$ cat config.mk
export PLATFORM = sky130hd
export DESIGN_NAME = ccpu_top
export DESIGN_NICKNAME = d
export VERILOG_FILES = /design/src/pkg/ccpu_pkg.sv /design/src/rtl/ccpu_top.sv
export SDC_FILE = /design/constraint.sdc
export NUM_CORES = 1
export LEC_CHECK = 0
export BUFFER_PORTS_ARGS = -buffer_cell sky130_fd_sc_hd__buf_2
export CAP_MARGIN = 20
export CORE_UTILIZATION = 40
export CTS_BUF_LIST = sky130_fd_sc_hd__clkbuf_2
export DETAILED_ROUTE_END_ITERATION = 12
export PLACE_DENSITY = 0.7
export SETUP_SLACK_MARGIN = 0.02
export SLEW_MARGIN = 20
export SYNTH_ARGS = -nofsm -noshare
export SYNTH_HDL_FRONTEND = slang
export SYNTH_SLANG_ARGS = --single-unit
$ cat constraint.sdc
create_clock -name CLK_SYS -period 1.9 [get_ports CLK_SYS]
set_clock_uncertainty 0.1 [all_clocks]
set_input_delay 0.38 -clock CLK_SYS [delete_from_list [all_inputs] [get_ports CLK_SYS]]
set_output_delay 0.38 -clock CLK_SYS [all_outputs]
set_load 0.005 [all_outputs]
$ cat src/pkg/ccpu_pkg.sv
/*
 package for the capture/compare/pwm unit: register indices and byte
 addresses, mode encodings, field positions, reset values and bus codes.
 assumes a 32-bit axi4-lite register bus with one aligned word per register.
*/
package ccpu_pkg;
   // register indices as printed, byte address is four times the index
   localparam logic [7:0] IDX_VALUE_LOW = 8'h15;
   localparam logic [7:0] IDX_VALUE_HIGH = 8'h16;
   localparam logic [7:0] IDX_MODE_CTL = 8'h17;
   localparam logic [7:0] IDX_FLAG_STATUS = 8'h18;
   localparam logic [9:0] ADDR_VALUE_LOW = {IDX_VALUE_LOW, 2'h0};
   localparam logic [9:0] ADDR_VALUE_HIGH = {IDX_VALUE_HIGH, 2'h0};
   localparam logic [9:0] ADDR_MODE_CTL = {IDX_MODE_CTL, 2'h0};
   localparam logic [9:0] ADDR_FLAG_STATUS = {IDX_FLAG_STATUS, 2'h0};
   localparam int ADDR_W = 10;

   // mode field encodings
   localparam logic [3:0] MODE_OFF = 4'h0;
   localparam logic [3:0] MODE_CAP_FALL = 4'h4;
   localparam logic [3:0] MODE_CAP_RISE = 4'h5;
   localparam logic [3:0] MODE_CAP_RISE4 = 4'h6;
   localparam logic [3:0] MODE_CAP_RISE16 = 4'h7;
   localparam logic [3:0] MODE_CMP_SET = 4'h8;
   localparam logic [3:0] MODE_CMP_CLEAR = 4'h9;
   localparam logic [3:0] MODE_CMP_SOFT = 4'hA;
   localparam logic [3:0] MODE_CMP_TRIG = 4'hB;

   // mode control and flag field positions and reset values
   localparam int POS_MODE_LSB = 0;
   localparam int POS_DUTY_LSB = 4;
   localparam int POS_FLAG = 0;
   localparam logic [7:0] RST_MODE_CTL = 8'h00;
   localparam logic [7:0] RST_VALUE_BYTE = 8'h00;

   // prescaler terminal counts
   localparam logic [1:0] PRE4_LAST = 2'h3;
   localparam logic [3:0] PRE16_LAST = 4'hF;

   // axi response codes
   localparam logic [1:0] RESP_OKAY = 2'h0;
   localparam logic [1:0] RESP_SLVERR = 2'h2;

   typedef struct packed {
      logic [1:0] duty_lsb;
      logic [3:0] mode;
   } ccpu_mode_ctl_type;

   typedef enum logic [1:0] {
      KIND_OFF,
      KIND_CAPTURE,
      KIND_COMPARE,
      KIND_PWM
   } ccpu_kind_type;
endpackage

$ cat src/rtl/ccpu_top.sv
/*
 capture/compare/pwm unit with an axi4-lite register slave.
 assumes the 16-bit and 8-bit timebases, the port direction bit and the
 port data latch live outside and are synchronous to CLK_SYS.
*/
// What this block does
// - value is two 8-bit bytes; both bytes and mode control are read/write
// - mode 0000 turns the unit off and resets prescaler and output latch
// - modes 0100/0101/0110/0111 capture on fall, rise, 4th rise, 16th rise
// - capture copies the 16-bit timebase into the value pair and sets flag
// - hardware never clears the event flag; only a software write does
// - a later capture overwrites an unread value
// - prescaler is held clear when off or not in capture mode
// - switching between capture prescales keeps the prescaler count
// - the edge detector watches the pad level, even when port drives it
// - compare runs continuously and sets the flag on every match
// - compare match drives latch high in 1000, low in 1001
// - mode 1010 match sets only the flag, output untouched
// - mode 1011 match sets flag and pulses the special event trigger
// - in mode 1011 the value pair acts as the timebase period
// - writing mode control to all zeros forces the output latch low
// - modes 11xx are pwm; duty is low byte plus mode bits 5-4
// - pwm gives up to 10-bit resolution timed from the 8-bit timebase
// - at period end set pin unless duty zero, latch duty into high byte
// - pin clears when latched duty equals timebase with two low bits
// - in pwm mode the high value byte is read-only
`timescale 1ns/10ps
module ccpu_top (
   // clock and reset
   input wire logic CLK_SYS,
   input wire logic SRST,
   // axi4-lite write address and data
   input wire logic S_AXI_AWVALID,
   output logic S_AXI_AWREADY,
   input wire logic [ccpu_pkg::ADDR_W-1:0] S_AXI_AWADDR,
   input wire logic S_AXI_WVALID,
   output logic S_AXI_WREADY,
   input wire logic [31:0] S_AXI_WDATA,
   input wire logic [3:0] S_AXI_WSTRB,
   // axi4-lite write response
   output logic S_AXI_BVALID,
   input wire logic S_AXI_BREADY,
   output logic [1:0] S_AXI_BRESP,
   // axi4-lite read
   input wire logic S_AXI_ARVALID,
   output logic S_AXI_ARREADY,
   input wire logic [ccpu_pkg::ADDR_W-1:0] S_AXI_ARADDR,
   output logic S_AXI_RVALID,
   input wire logic S_AXI_RREADY,
   output logic [31:0] S_AXI_RDATA,
   output logic [1:0] S_AXI_RRESP,
   // timebases
   input wire logic [15:0] TB16_COUNT,
   input wire logic [7:0] TB8_COUNT,
   input wire logic [7:0] TB8_PERIOD,
   input wire logic TB8_TICK,
   input wire logic [1:0] TB8_SUBCOUNT,
   // port side
   input wire logic PORT_DIR_INPUT,
   input wire logic PORT_DATA,
   // unit pin, three signals
   input wire logic UNIT_PIN_IN,
   output logic UNIT_PIN_OUT,
   output logic UNIT_PIN_OE_N,
   // events
   output logic SPECIAL_TRIGGER,
   output logic EVENT_FLAG
);
   // register state
   logic [7:0] value_low_byte;
   logic [7:0] value_high_byte;
   ccpu_pkg::ccpu_mode_ctl_type mode_ctl;
   logic [1:0] duty_latch;
   logic unit_event_flag;
   logic out_latch;
   logic [3:0] prescale_cnt;
   logic [2:0] pin_sync;
   logic cmp_match_d;
   // bus state
   logic aw_held;
   logic w_held;
   logic [ccpu_pkg::ADDR_W-1:0] aw_addr;
   logic [31:0] w_data;
   logic [3:0] w_strb;

   // mode decode
   wire logic [3:0] mode = mode_ctl.mode;
   wire ccpu_pkg::ccpu_kind_type kind =
      (mode[3:2] == 2'h3) ? ccpu_pkg::KIND_PWM :
      (mode[3:2] == 2'h2) ? ccpu_pkg::KIND_COMPARE :
      (mode[3:2] == 2'h1) ? ccpu_pkg::KIND_CAPTURE : ccpu_pkg::KIND_OFF;
   wire logic is_capture = (kind == ccpu_pkg::KIND_CAPTURE);
   wire logic is_compare = (kind == ccpu_pkg::KIND_COMPARE);
   wire logic is_pwm = (kind == ccpu_pkg::KIND_PWM);

   // write side: both halves held, no response pending
   wire logic aw_take = S_AXI_AWVALID & S_AXI_AWREADY;
   wire logic w_take = S_AXI_WVALID & S_AXI_WREADY;
   wire logic wr_fire = aw_held & w_held & ~S_AXI_BVALID;
   wire logic wr_lane = wr_fire & w_strb[0];
   wire logic wr_low = wr_lane & (aw_addr == ccpu_pkg::ADDR_VALUE_LOW);
   wire logic wr_high = wr_lane & (aw_addr == ccpu_pkg::ADDR_VALUE_HIGH) & ~is_pwm;
   wire logic wr_mode = wr_lane & (aw_addr == ccpu_pkg::ADDR_MODE_CTL);
   wire logic wr_flag = wr_lane & (aw_addr == ccpu_pkg::ADDR_FLAG_STATUS);
   wire logic wr_mapped = (aw_addr == ccpu_pkg::ADDR_VALUE_LOW) |
      (aw_addr == ccpu_pkg::ADDR_VALUE_HIGH) | (aw_addr == ccpu_pkg::ADDR_MODE_CTL) |
      (aw_addr == ccpu_pkg::ADDR_FLAG_STATUS);
   wire logic mode_zero_write = wr_mode & (w_data[7:0] == 8'h00);

   // read side decode
   wire logic ar_take = S_AXI_ARVALID & S_AXI_ARREADY;
   wire logic rd_low = (S_AXI_ARADDR == ccpu_pkg::ADDR_VALUE_LOW);
   wire logic rd_high = (S_AXI_ARADDR == ccpu_pkg::ADDR_VALUE_HIGH);
   wire logic rd_mode = (S_AXI_ARADDR == ccpu_pkg::ADDR_MODE_CTL);
   wire logic rd_flag = (S_AXI_ARADDR == ccpu_pkg::ADDR_FLAG_STATUS);
   wire logic rd_mapped = rd_low | rd_high | rd_mode | rd_flag;
   wire logic [7:0] rd_byte =
      rd_low ? value_low_byte :
      rd_high ? value_high_byte :
      rd_mode ? {2'h0, mode_ctl} :
      rd_flag ? {7'h00, unit_event_flag} : 8'h00;

   // capture: synchronised pad level, edge detect, prescaler
   wire logic pin_rise = pin_sync[1] & ~pin_sync[2];
   wire logic pin_fall = ~pin_sync[1] & pin_sync[2];
   wire logic pre_count = is_capture & mode[1] & pin_rise;
   wire logic cap_event = is_capture & (
      ((mode == ccpu_pkg::MODE_CAP_FALL) & pin_fall) |
      ((mode == ccpu_pkg::MODE_CAP_RISE) & pin_rise) |
      ((mode == ccpu_pkg::MODE_CAP_RISE4) & pin_rise &
         (prescale_cnt[1:0] == ccpu_pkg::PRE4_LAST)) |
      ((mode == ccpu_pkg::MODE_CAP_RISE16) & pin_rise &
         (prescale_cnt == ccpu_pkg::PRE16_LAST)));
   wire logic [3:0] next_prescale =
      (~is_capture | (wr_mode & (w_data[3:2] != 2'h1))) ? 4'h0 :
      pre_count ? prescale_cnt + 4'h1 : prescale_cnt;

   // compare: continuous equality, act on its first cycle
   wire logic cmp_match = is_compare & ({value_high_byte, value_low_byte} == TB16_COUNT);
   wire logic cmp_event = cmp_match & ~cmp_match_d;
   wire logic trig_event = cmp_event & (mode == ccpu_pkg::MODE_CMP_TRIG);

   // pwm: period end and duty match
   wire logic period_end = is_pwm & TB8_TICK & (TB8_COUNT == TB8_PERIOD);
   wire logic [9:0] duty_buffered = {value_low_byte, mode_ctl.duty_lsb};
   wire logic duty_hit = is_pwm & ({value_high_byte, duty_latch} ==
      {TB8_COUNT, TB8_SUBCOUNT});

   // unit output latch
   wire logic next_out_latch =
      (mode_zero_write | (kind == ccpu_pkg::KIND_OFF)) ? 1'b0 :
      period_end ? (duty_buffered != 10'h000) :
      duty_hit ? 1'b0 :
      (cmp_event & (mode == ccpu_pkg::MODE_CMP_SET)) ? 1'b1 :
      (cmp_event & (mode == ccpu_pkg::MODE_CMP_CLEAR)) ? 1'b0 :
      out_latch;

   // pin drive: unit latch in compare and pwm, port data latch otherwise
   wire logic next_pin_out = (is_compare | is_pwm) ? next_out_latch : PORT_DATA;

   // event flag: set wins over the software clear
   wire logic flag_set = cap_event | cmp_event;
   wire logic next_flag = flag_set | (unit_event_flag &
      ~(wr_flag & w_data[ccpu_pkg::POS_FLAG]));

   // value bytes: capture wins over a software write in the same cycle
   wire logic [7:0] next_low = cap_event ? TB16_COUNT[7:0] :
      wr_low ? w_data[7:0] : value_low_byte;
   wire logic [7:0] next_high = cap_event ? TB16_COUNT[15:8] :
      period_end ? value_low_byte :
      wr_high ? w_data[7:0] : value_high_byte;

   // mode control and internal duty latch
   wire ccpu_pkg::ccpu_mode_ctl_type next_mode_ctl =
      wr_mode ? w_data[5:0] : mode_ctl;
   wire logic [1:0] next_duty_latch =
      (kind == ccpu_pkg::KIND_OFF) ? 2'h0 :
      period_end ? mode_ctl.duty_lsb : duty_latch;

   // synchroniser and edge history
   always_ff @(posedge CLK_SYS)
   begin
      if (SRST)
         pin_sync <= 3'h0;
      else
         pin_sync <= {pin_sync[1:0], UNIT_PIN_IN};
   end

   // unit registers
   always_ff @(posedge CLK_SYS)
   begin
      if (SRST)
      begin
         value_low_byte <= ccpu_pkg::RST_VALUE_BYTE;
         value_high_byte <= ccpu_pkg::RST_VALUE_BYTE;
         mode_ctl <= ccpu_pkg::RST_MODE_CTL[5:0];
         duty_latch <= 2'h0;
         unit_event_flag <= 1'b0;
         out_latch <= 1'b0;
         prescale_cnt <= 4'h0;
         cmp_match_d <= 1'b0;
      end
      else
      begin
         value_low_byte <= next_low;
         value_high_byte <= next_high;
         mode_ctl <= next_mode_ctl;
         duty_latch <= next_duty_latch;
         unit_event_flag <= next_flag;
         out_latch <= next_out_latch;
         prescale_cnt <= next_prescale;
         cmp_match_d <= cmp_match;
      end
   end

   // registered outputs
   always_ff @(posedge CLK_SYS)
   begin
      if (SRST)
      begin
         UNIT_PIN_OUT <= 1'b0;
         UNIT_PIN_OE_N <= 1'b1;
         SPECIAL_TRIGGER <= 1'b0;
         EVENT_FLAG <= 1'b0;
      end
      else
      begin
         UNIT_PIN_OUT <= next_pin_out;
         UNIT_PIN_OE_N <= PORT_DIR_INPUT; // low while driving
         SPECIAL_TRIGGER <= trig_event;
         EVENT_FLAG <= next_flag;
      end
   end

   // write address and data capture
   always_ff @(posedge CLK_SYS)
   begin
      if (SRST)
      begin
         aw_held <= 1'b0;
         w_held <= 1'b0;
         aw_addr <= '0;
         w_data <= 32'h0000_0000;
         w_strb <= 4'h0;
         S_AXI_AWREADY <= 1'b0;
         S_AXI_WREADY <= 1'b0;
      end
      else
      begin
         if (aw_take)
         begin
            aw_held <= 1'b1;
            aw_addr <= S_AXI_AWADDR;
         end
         else if (wr_fire)
            aw_held <= 1'b0;
         if (w_take)
         begin
            w_held <= 1'b1;
            w_data <= S_AXI_WDATA;
            w_strb <= S_AXI_WSTRB;
         end
         else if (wr_fire)
            w_held <= 1'b0;
         S_AXI_AWREADY <= ~aw_held & ~aw_take & ~S_AXI_BVALID;
         S_AXI_WREADY <= ~w_held & ~w_take & ~S_AXI_BVALID;
      end
   end

   // write response
   always_ff @(posedge CLK_SYS)
   begin
      if (SRST)
      begin
         S_AXI_BVALID <= 1'b0;
         S_AXI_BRESP <= ccpu_pkg::RESP_OKAY;
      end
      else if (wr_fire)
      begin
         S_AXI_BVALID <= 1'b1;
         S_AXI_BRESP <= wr_mapped ? ccpu_pkg::RESP_OKAY : ccpu_pkg::RESP_SLVERR;
      end
      else if (S_AXI_BREADY)
         S_AXI_BVALID <= 1'b0;
   end

   // read channel
   always_ff @(posedge CLK_SYS)
   begin
      if (SRST)
      begin
         S_AXI_ARREADY <= 1'b0;
         S_AXI_RVALID <= 1'b0;
         S_AXI_RDATA <= 32'h0000_0000;
         S_AXI_RRESP <= ccpu_pkg::RESP_OKAY;
      end
      else
      begin
         S_AXI_ARREADY <= ~S_AXI_RVALID & ~ar_take;
         if (ar_take)
         begin
            S_AXI_RVALID <= 1'b1;
            S_AXI_RDATA <= {24'h000000, rd_byte};
            S_AXI_RRESP <= rd_mapped ? ccpu_pkg::RESP_OKAY : ccpu_pkg::RESP_SLVERR;
         end
         else if (S_AXI_RREADY)
            S_AXI_RVALID <= 1'b0;
      end
   end
endmodule

==> metrics, run 1 <==
outcome complete, but fails checks; failing checks negative setup slack; core area a little over 9000 sq um; cell area after synthesis roughly 3900 sq um; critical path depth 7; max-slew violation count 0; Worst Path Required roughly 2.2 ns; Clock Latency Late Sink around 0.52 ns; Boundary Pins approximately 150; largest net degree at the start of global routing 28; Max Cap Violations 0; FF-to-FF setup slack -0.15 ns; total power between 2 and 3 mW; maximum VDD drop between 0.0003 and 0.0004 V; first-pass GRT wire length 16920 um; CP Capture Type flip-flop; Nets between 700 and 800; crit share post-route 108.0%; final cell area excluding filler cells approximately 5200 sq um; CP max FO 8; Pleak around 2.4 nW; gpl congestion ~0.92; HPWL after DPL 7960 um; Worst Slack Setup Final -0.1518 ns; Synth warnings 0; Worst-Margin Slew 0.5497 ns; First DRT Iteration DRCs between 200 and 300; Synth Area per Inst around 8.6 sq um; final setup vio count 24; initial antenna violation count 0; headroom to the max-slew limit 63.02%; Synth Instances 450; Synth-to-Final Area Change 33.65%; wire length per cell roughly 14 um; class of the worst hold path in2reg; CP cell instances or4b_4 > nor4_4 > buf_4 > nand4b_1 > buf_6 > mux2i_1 > a211oi_1; synth top area cells dfxtp_1 38%, mux2i_1 6.7%, a21oi_1 5.0%; count leader, synth dfxtp_1; Max Root-Sink Buffers 2; Synth Register Bits between 70 and 80; Via Count around 3700; register area about 1500 sq um; minimum clock period between 2 and 2.5 ns; RSZ-0062 raised after global routing yes; Tot GR Track Use between 20% and 30%; Synth area leader dfxtp_1; ys flop type dfxtp_1; Clk pin slew, worst setup/hold paths 0.20 ns; DIE AREA 10080 sq um; placed cell areas 4746 sq um; PwrDens 553.8 nW/um^2; total inserted antenna cells 0; CTS Buf Count 9; Sink Count between 70 and 80; slowest cell on the critical path or4b_4; hold path depth 3; Crit path arrival time approximately 2.4 ns; footprint of the multi-input gates about 2300 sq um; Post-synth EDFFs 0; Seq/Total Area, Yosys between 30% and 40%; f_max between 0.4 and 0.5 GHz; Crit path max-delay family simple AND/OR/NAND/NOR gates; synth cell count leaders 73 x dfxtp_1, 50 x nand2_1, 42 x nor2_1; WS Path Type reg2reg; die span in y approximately 100 um; CTS tree built; CTS Root Cell clkbuf_2; share of layout cells above drive strength 1 between 30% and 40%; crit path launch type flip-flop; 1st-pass router iterations 7; WL final 10580 um; Yosys cell types 63; CTS H-tree lvls 3; Synth top area share 37.75%; total gr overflow 0; Finished Core Util between 50% and 60%; Final ANT Viol Nets 0; Hold Fails Final Rpt 0; number of global-route vias before repair 3500; Via density between 5 and 6; IO Port Bufs slightly above 90; DRC 0; slowest stage delay, CP 0.55 ns; depth of the most critical reg-to-reg path 7; ys async rst share 0%; # rows 35; die width 100.4 um; layout filler cell count 876; CP bufs+invs 2; Initial Util slightly above 40%
==> path summary, 6_finish.rpt <==
check                 startpoint                 to
setup / recovery      aw_addr[1]  value_low_byte[2]
setup reg to reg      aw_addr[1]  value_low_byte[2]
hold / removal     TB16_COUNT[5]  value_low_byte[5]
hold reg to reg   S_AXI_RDATA[4]     S_AXI_RDATA[4]
==> final cells by class <==
class | count | area share (%)
Tap cell | 129 | 3.120
Clock buffer | 10 | 0.9674
Clock inverter | 5 | 1.088
Multi-Input combinational cell | 349 | 44.35
Sequential cell | 73 | 28.39
Timing Repair Buffer | 169 | 21.72
Inverter | 5 | 0.3628
==> layer usage <==
metal | vias up | track usage, % | wire [um]
met4 | 0 | 9.365 | 263
met2 | 157 | 34.77 | 4857
li1 | 1849 | - | -
met5 | - | 0 | 0
met1 | 1685 | 28.88 | 4801
met3 | 23 | 3.064 | 657
==> sequential cells by signal (all words and copies together) (netlist names), 2 cells and up <==
register,cells
prescale_cnt,4
pin_sync,3
value_high_byte,8
mode,4
duty_latch,2
duty_buffered,2
S_AXI_RDATA,8
aw_addr,10
value_low_byte,8
w_data,8
==> stage by stage <==
stage | hold slack [ns] | setup WS [ns] | setup TNS (ns) | std cells
global route | 0.03173 | -0.2529 | -5.314 | 740
floorplan | 0.3112 | -0.09596 | -0.7661 | 475
detailed placement | 0.3356 | -0.3810 | -6.393 | 700
finish | 0.05937 | -0.1518 | -2.220 | 740
CTS | 0.03845 | -0.1536 | -2.412 | 738
global placement | 0.3367 | -0.3908 | -5.584 | 700
==> cells in the final DEF (no fill, tap or decap), types with 10 or more instances in the layout <==
cell type | Yosys | final
conb_1 | 1 | 26
dfxtp_1 | 73 | 69
xnor2_1 | 21 | 18
nor2_1 | 42 | 41
nand2b_1 | 10 | 10
nor2b_1 | 20 | 19
mux2i_1 | 26 | 26
dlygate4sd3_1 | 0 | 23
nand2_1 | 50 | 49
clkbuf_2 | 0 | 10
buf_4 | 26 | 49
buf_2 | 7 | 92
a21oi_1 | 39 | 39
==> worst min-delay path, stage by stage <==
cell	delay [ns]
buf_2	0.12
nor2_1	0.10
a211oi_1	0.05
==> cells by family (layout without fill, tap and decap cells) <==
| group | count (synthesis) | count (layout) | share of synthesized area [%] |
|---|---|---|---|
| adder cells (fa/ha/maj) | 1 | 1 | 0.3232 |
| other | 1 | 26 | 0.09687 |
| buffers and inverters | 53 | 189 | 7.886 |
| flip-flops | 73 | 73 | 37.75 |
| multiplexers | 27 | 27 | 7.014 |
| XOR/XNOR | 29 | 29 | 6.561 |
| AO/OA/AOI/OAI | 92 | 92 | 16.45 |
| AND/OR/NAND/NOR | 174 | 174 | 23.92 |
==> power by group <==
| group | switching (mW) | leakage (nW) | internal, mW |
|---|---|---|---|
| combinational | 0.192 | 1.69 | 0.202 |
| sequential | 0.0373 | 0.595 | 1.57 |
| clock | 0.556 | 0.0698 | 0.304 |
| total | 0.785 | 2.35 | 2.08 |
==> what timing repair did <==
| action | in CTS | in global routing |
|---|---|---|
| setup buffers | 0 | 3 |
| setup endpoints to repair | 28 | 31 |
| pin swaps | 3 | 8 |
| hold buffers | 23 | 0 |
| gates resized for setup | 6 | 13 |
| endpoints found under the hold margin | 23 | 0 |
Power figures use the tool's default switching activity.
==> run 2: changes to the inputs <==
--- a/config.mk
+++ b/config.mk
@@ -7,11 +7,12 @@
 export LEC_CHECK = 0
 export BUFFER_PORTS_ARGS = -buffer_cell sky130_fd_sc_hd__buf_2
 export CAP_MARGIN = 20
-export CORE_UTILIZATION = 40
+export CELL_PAD_IN_SITES_DETAIL_PLACEMENT = 1
+export CELL_PAD_IN_SITES_GLOBAL_PLACEMENT = 1
+export CORE_UTILIZATION = 33
 export CTS_BUF_LIST = sky130_fd_sc_hd__clkbuf_2
 export DETAILED_ROUTE_END_ITERATION = 12
-export PLACE_DENSITY = 0.7
-export SETUP_SLACK_MARGIN = 0.02
+export PLACE_DENSITY_LB_ADDON = 0.1
 export SLEW_MARGIN = 20
 export SYNTH_ARGS = -nofsm -noshare
 export SYNTH_HDL_FRONTEND = slang
==> run 2 against run 1 <==
Compared with the run above: the flow still finishes with violations (negative setup slack); cell area rose by 1.8%; largest power group unchanged; utilization is 9.3 points lower; highest routed layer unchanged; flip-flop and latch count is the same; largest cell class unchanged.
==> metrics, run 2 (synthesis gave the netlist of run 1 again) <==
placed cells a little over 700; most frequent cells in the layout 92 x buf_2, 69 x dfxtp_1, 57 x buf_4; max reg flops 10; gpl congestion around 0.9; maximum VDD drop 0.0003029 V; critical path depth 7; Finished Layout Cells around 760; Max Cap Violations 0; HPWL after DPL 9257 um; max-slew violation count 0; Via density 4.970; first-pass GRT wire length roughly 19000 um; Tot GR Track Use between 20% and 30%; total inserted antenna cells 0; placed cell areas between 4000 and 5000 sq um; CP max FO 4; PwrDens approximately 550 nW/um^2; die width 110.3 um; Hold Fails Final Rpt 0; RSZ-0062 raised after global routing yes; final cell area excluding filler cells 5268 sq um; Crit path arrival time roughly 2.4 ns; Worst-Margin Slew roughly 0.64 ns; Clock Latency Late Sink ~0.53 ns; FF-to-FF setup slack -0.21 ns; CP cell instances or4b_4 > nor4_4 > buf_4 > nand4_4 > nand3b_4 > a21oi_2 > o22ai_1; Clk pin slew, worst setup/hold paths 0.21 ns; min-delay src TB16_COUNT[5]; IO Port Bufs slightly above 90; Worst Slack Setup Final -0.2065 ns; die span in y 110.3 um; Critical Path Source aw_addr[1]; CTS tree built; Initial Util around a third; R2R Path End UNIT_PIN_OUT; DRC 0; Finished Core Util between 40% and 50%; Crit path max-delay family simple AND/OR/NAND/NOR gates; initial antenna violation count 0; Sink Count 73; class of the worst hold path in2reg; Worst Path Required approximately 2.2 ns; layout filler cell count around 1400; worst setup path endpoint UNIT_PIN_OUT; share of layout cells above drive strength 1 32.15%; Reg with most FFs aw_addr; Post-CTS Setup Repair Bufs 0; # rows 39; Synth-to-Final Area Change 36.07%; Final ANT Viol Nets 0; minimum clock period between 2 and 2.5 ns; f_max between 0.4 and 0.5 GHz; WS Path Type reg2reg; 1st-pass router iterations 4; Nets just over 700; Boundary Pins 146; core area ~11000 sq um; outcome complete, but fails checks; final setup vio count 28; slowest stage delay, CP 0.55 ns; depth of the most critical reg-to-reg path 7; most common cell after layout, fill and taps aside buf_2; First DRT Iteration DRCs 127; Pleak ~2.4 nW; largest net degree at the start of global routing 37; hold path depth 3; CP Capture Type flip-flop; Hold WS about 0.057 ns; crit path launch type flip-flop; CP bufs+invs 1; Max Root-Sink Buffers 2; DIE AREA approximately 12000 sq um; CTS Root Cell clkbuf_2; headroom to the max-slew limit approximately 58%; failing checks negative setup slack; number of global-route vias before repair roughly 3800; CTS H-tree lvls 3; wire length per cell 16.07 um; CTS Buf Count 9; Via Count 3787; WL final around 12000 um; total gr overflow 0; crit share post-route 110.9%; Worst R2R Start aw_addr[1]; slowest cell on the critical path or4b_4
[run 2: changes by cell type in the layout (fill, tap and decap cells not counted), sizes merged]
| cell | change |
|---|---|
| clkbuf | +1 |
| buf | +8 |
| dlygate4sd3 | +1 |
| inv | -1 |
| clkinv | -1 |
[run 2: worst min-delay path by stage]
stage / end / slack [ns]
after CTS: value_low_byte[5] / 0.02
final: value_low_byte[5] / 0.06
after detailed placement: pin_sync[1] / 0.33
after floorplan: SPECIAL_TRIGGER / 0.31
after global routing: value_low_byte[5] / 0.02
after global placement: pin_sync[1] / 0.33
[run 2: per-stage QoR]
| stage | setup WS, ns | TNS, ns | total power [mW] |
|---|---|---|---|
| after floorplan | -0.09596 | -0.7664 | 1.858 |
| after global placement | -0.4906 | -6.186 | 2.009 |
| after detailed placement | -0.4809 | -8.096 | 2.019 |
| after CTS | -0.2167 | -3.953 | 2.905 |
| after global routing | -0.3022 | -6.470 | 3.029 |
| final | -0.2065 | -3.409 | 2.877 |
[run 2: layout make-up]
type / count / area [sq um] / share of cell area (%)
sequential: 73 / 1469 / 27.89
inverter: 5 / 18.77 / 0.3563
clock inverter: 3 / 43.79 / 0.8314
timing repair buffer: 178 / 1202 / 22.83
clock buffer: 11 / 55.05 / 1.045
multi-input combinational: 349 / 2300 / 43.66
tap: 143 / 178.9 / 3.397
[run 2: power by group]
group	switching, mW	total (mW)	internal (mW)
Combinational	0.208	0.422	0.214
Clock	0.548	0.849	0.302
Sequential	0.0318	1.61	1.57
[run 2: tightest hold or removal path, stage by stage]
cell	delay, ns
buf_2	0.13
nor2_1	0.10
a211oi_1	0.05
[run 2: metal layers]
layer  wire, um  GRT usage (%)  part of all wire, %  vias up
met4        330          9.962                  2.7        0
met3        551          2.881                  4.5       23
met2       5463          33.14                   45      111
li1           -              -                    -     1867
met1       5896          29.18                   48     1786
met5          0              0                    0        -
[run 2: what timing repair did]
item,in CTS,in global routing
hold buffers,23,1
resized for setup,8,10
hold endpoints to repair,23,1
pin swaps,6,3
endpoints found under the setup margin,31,30
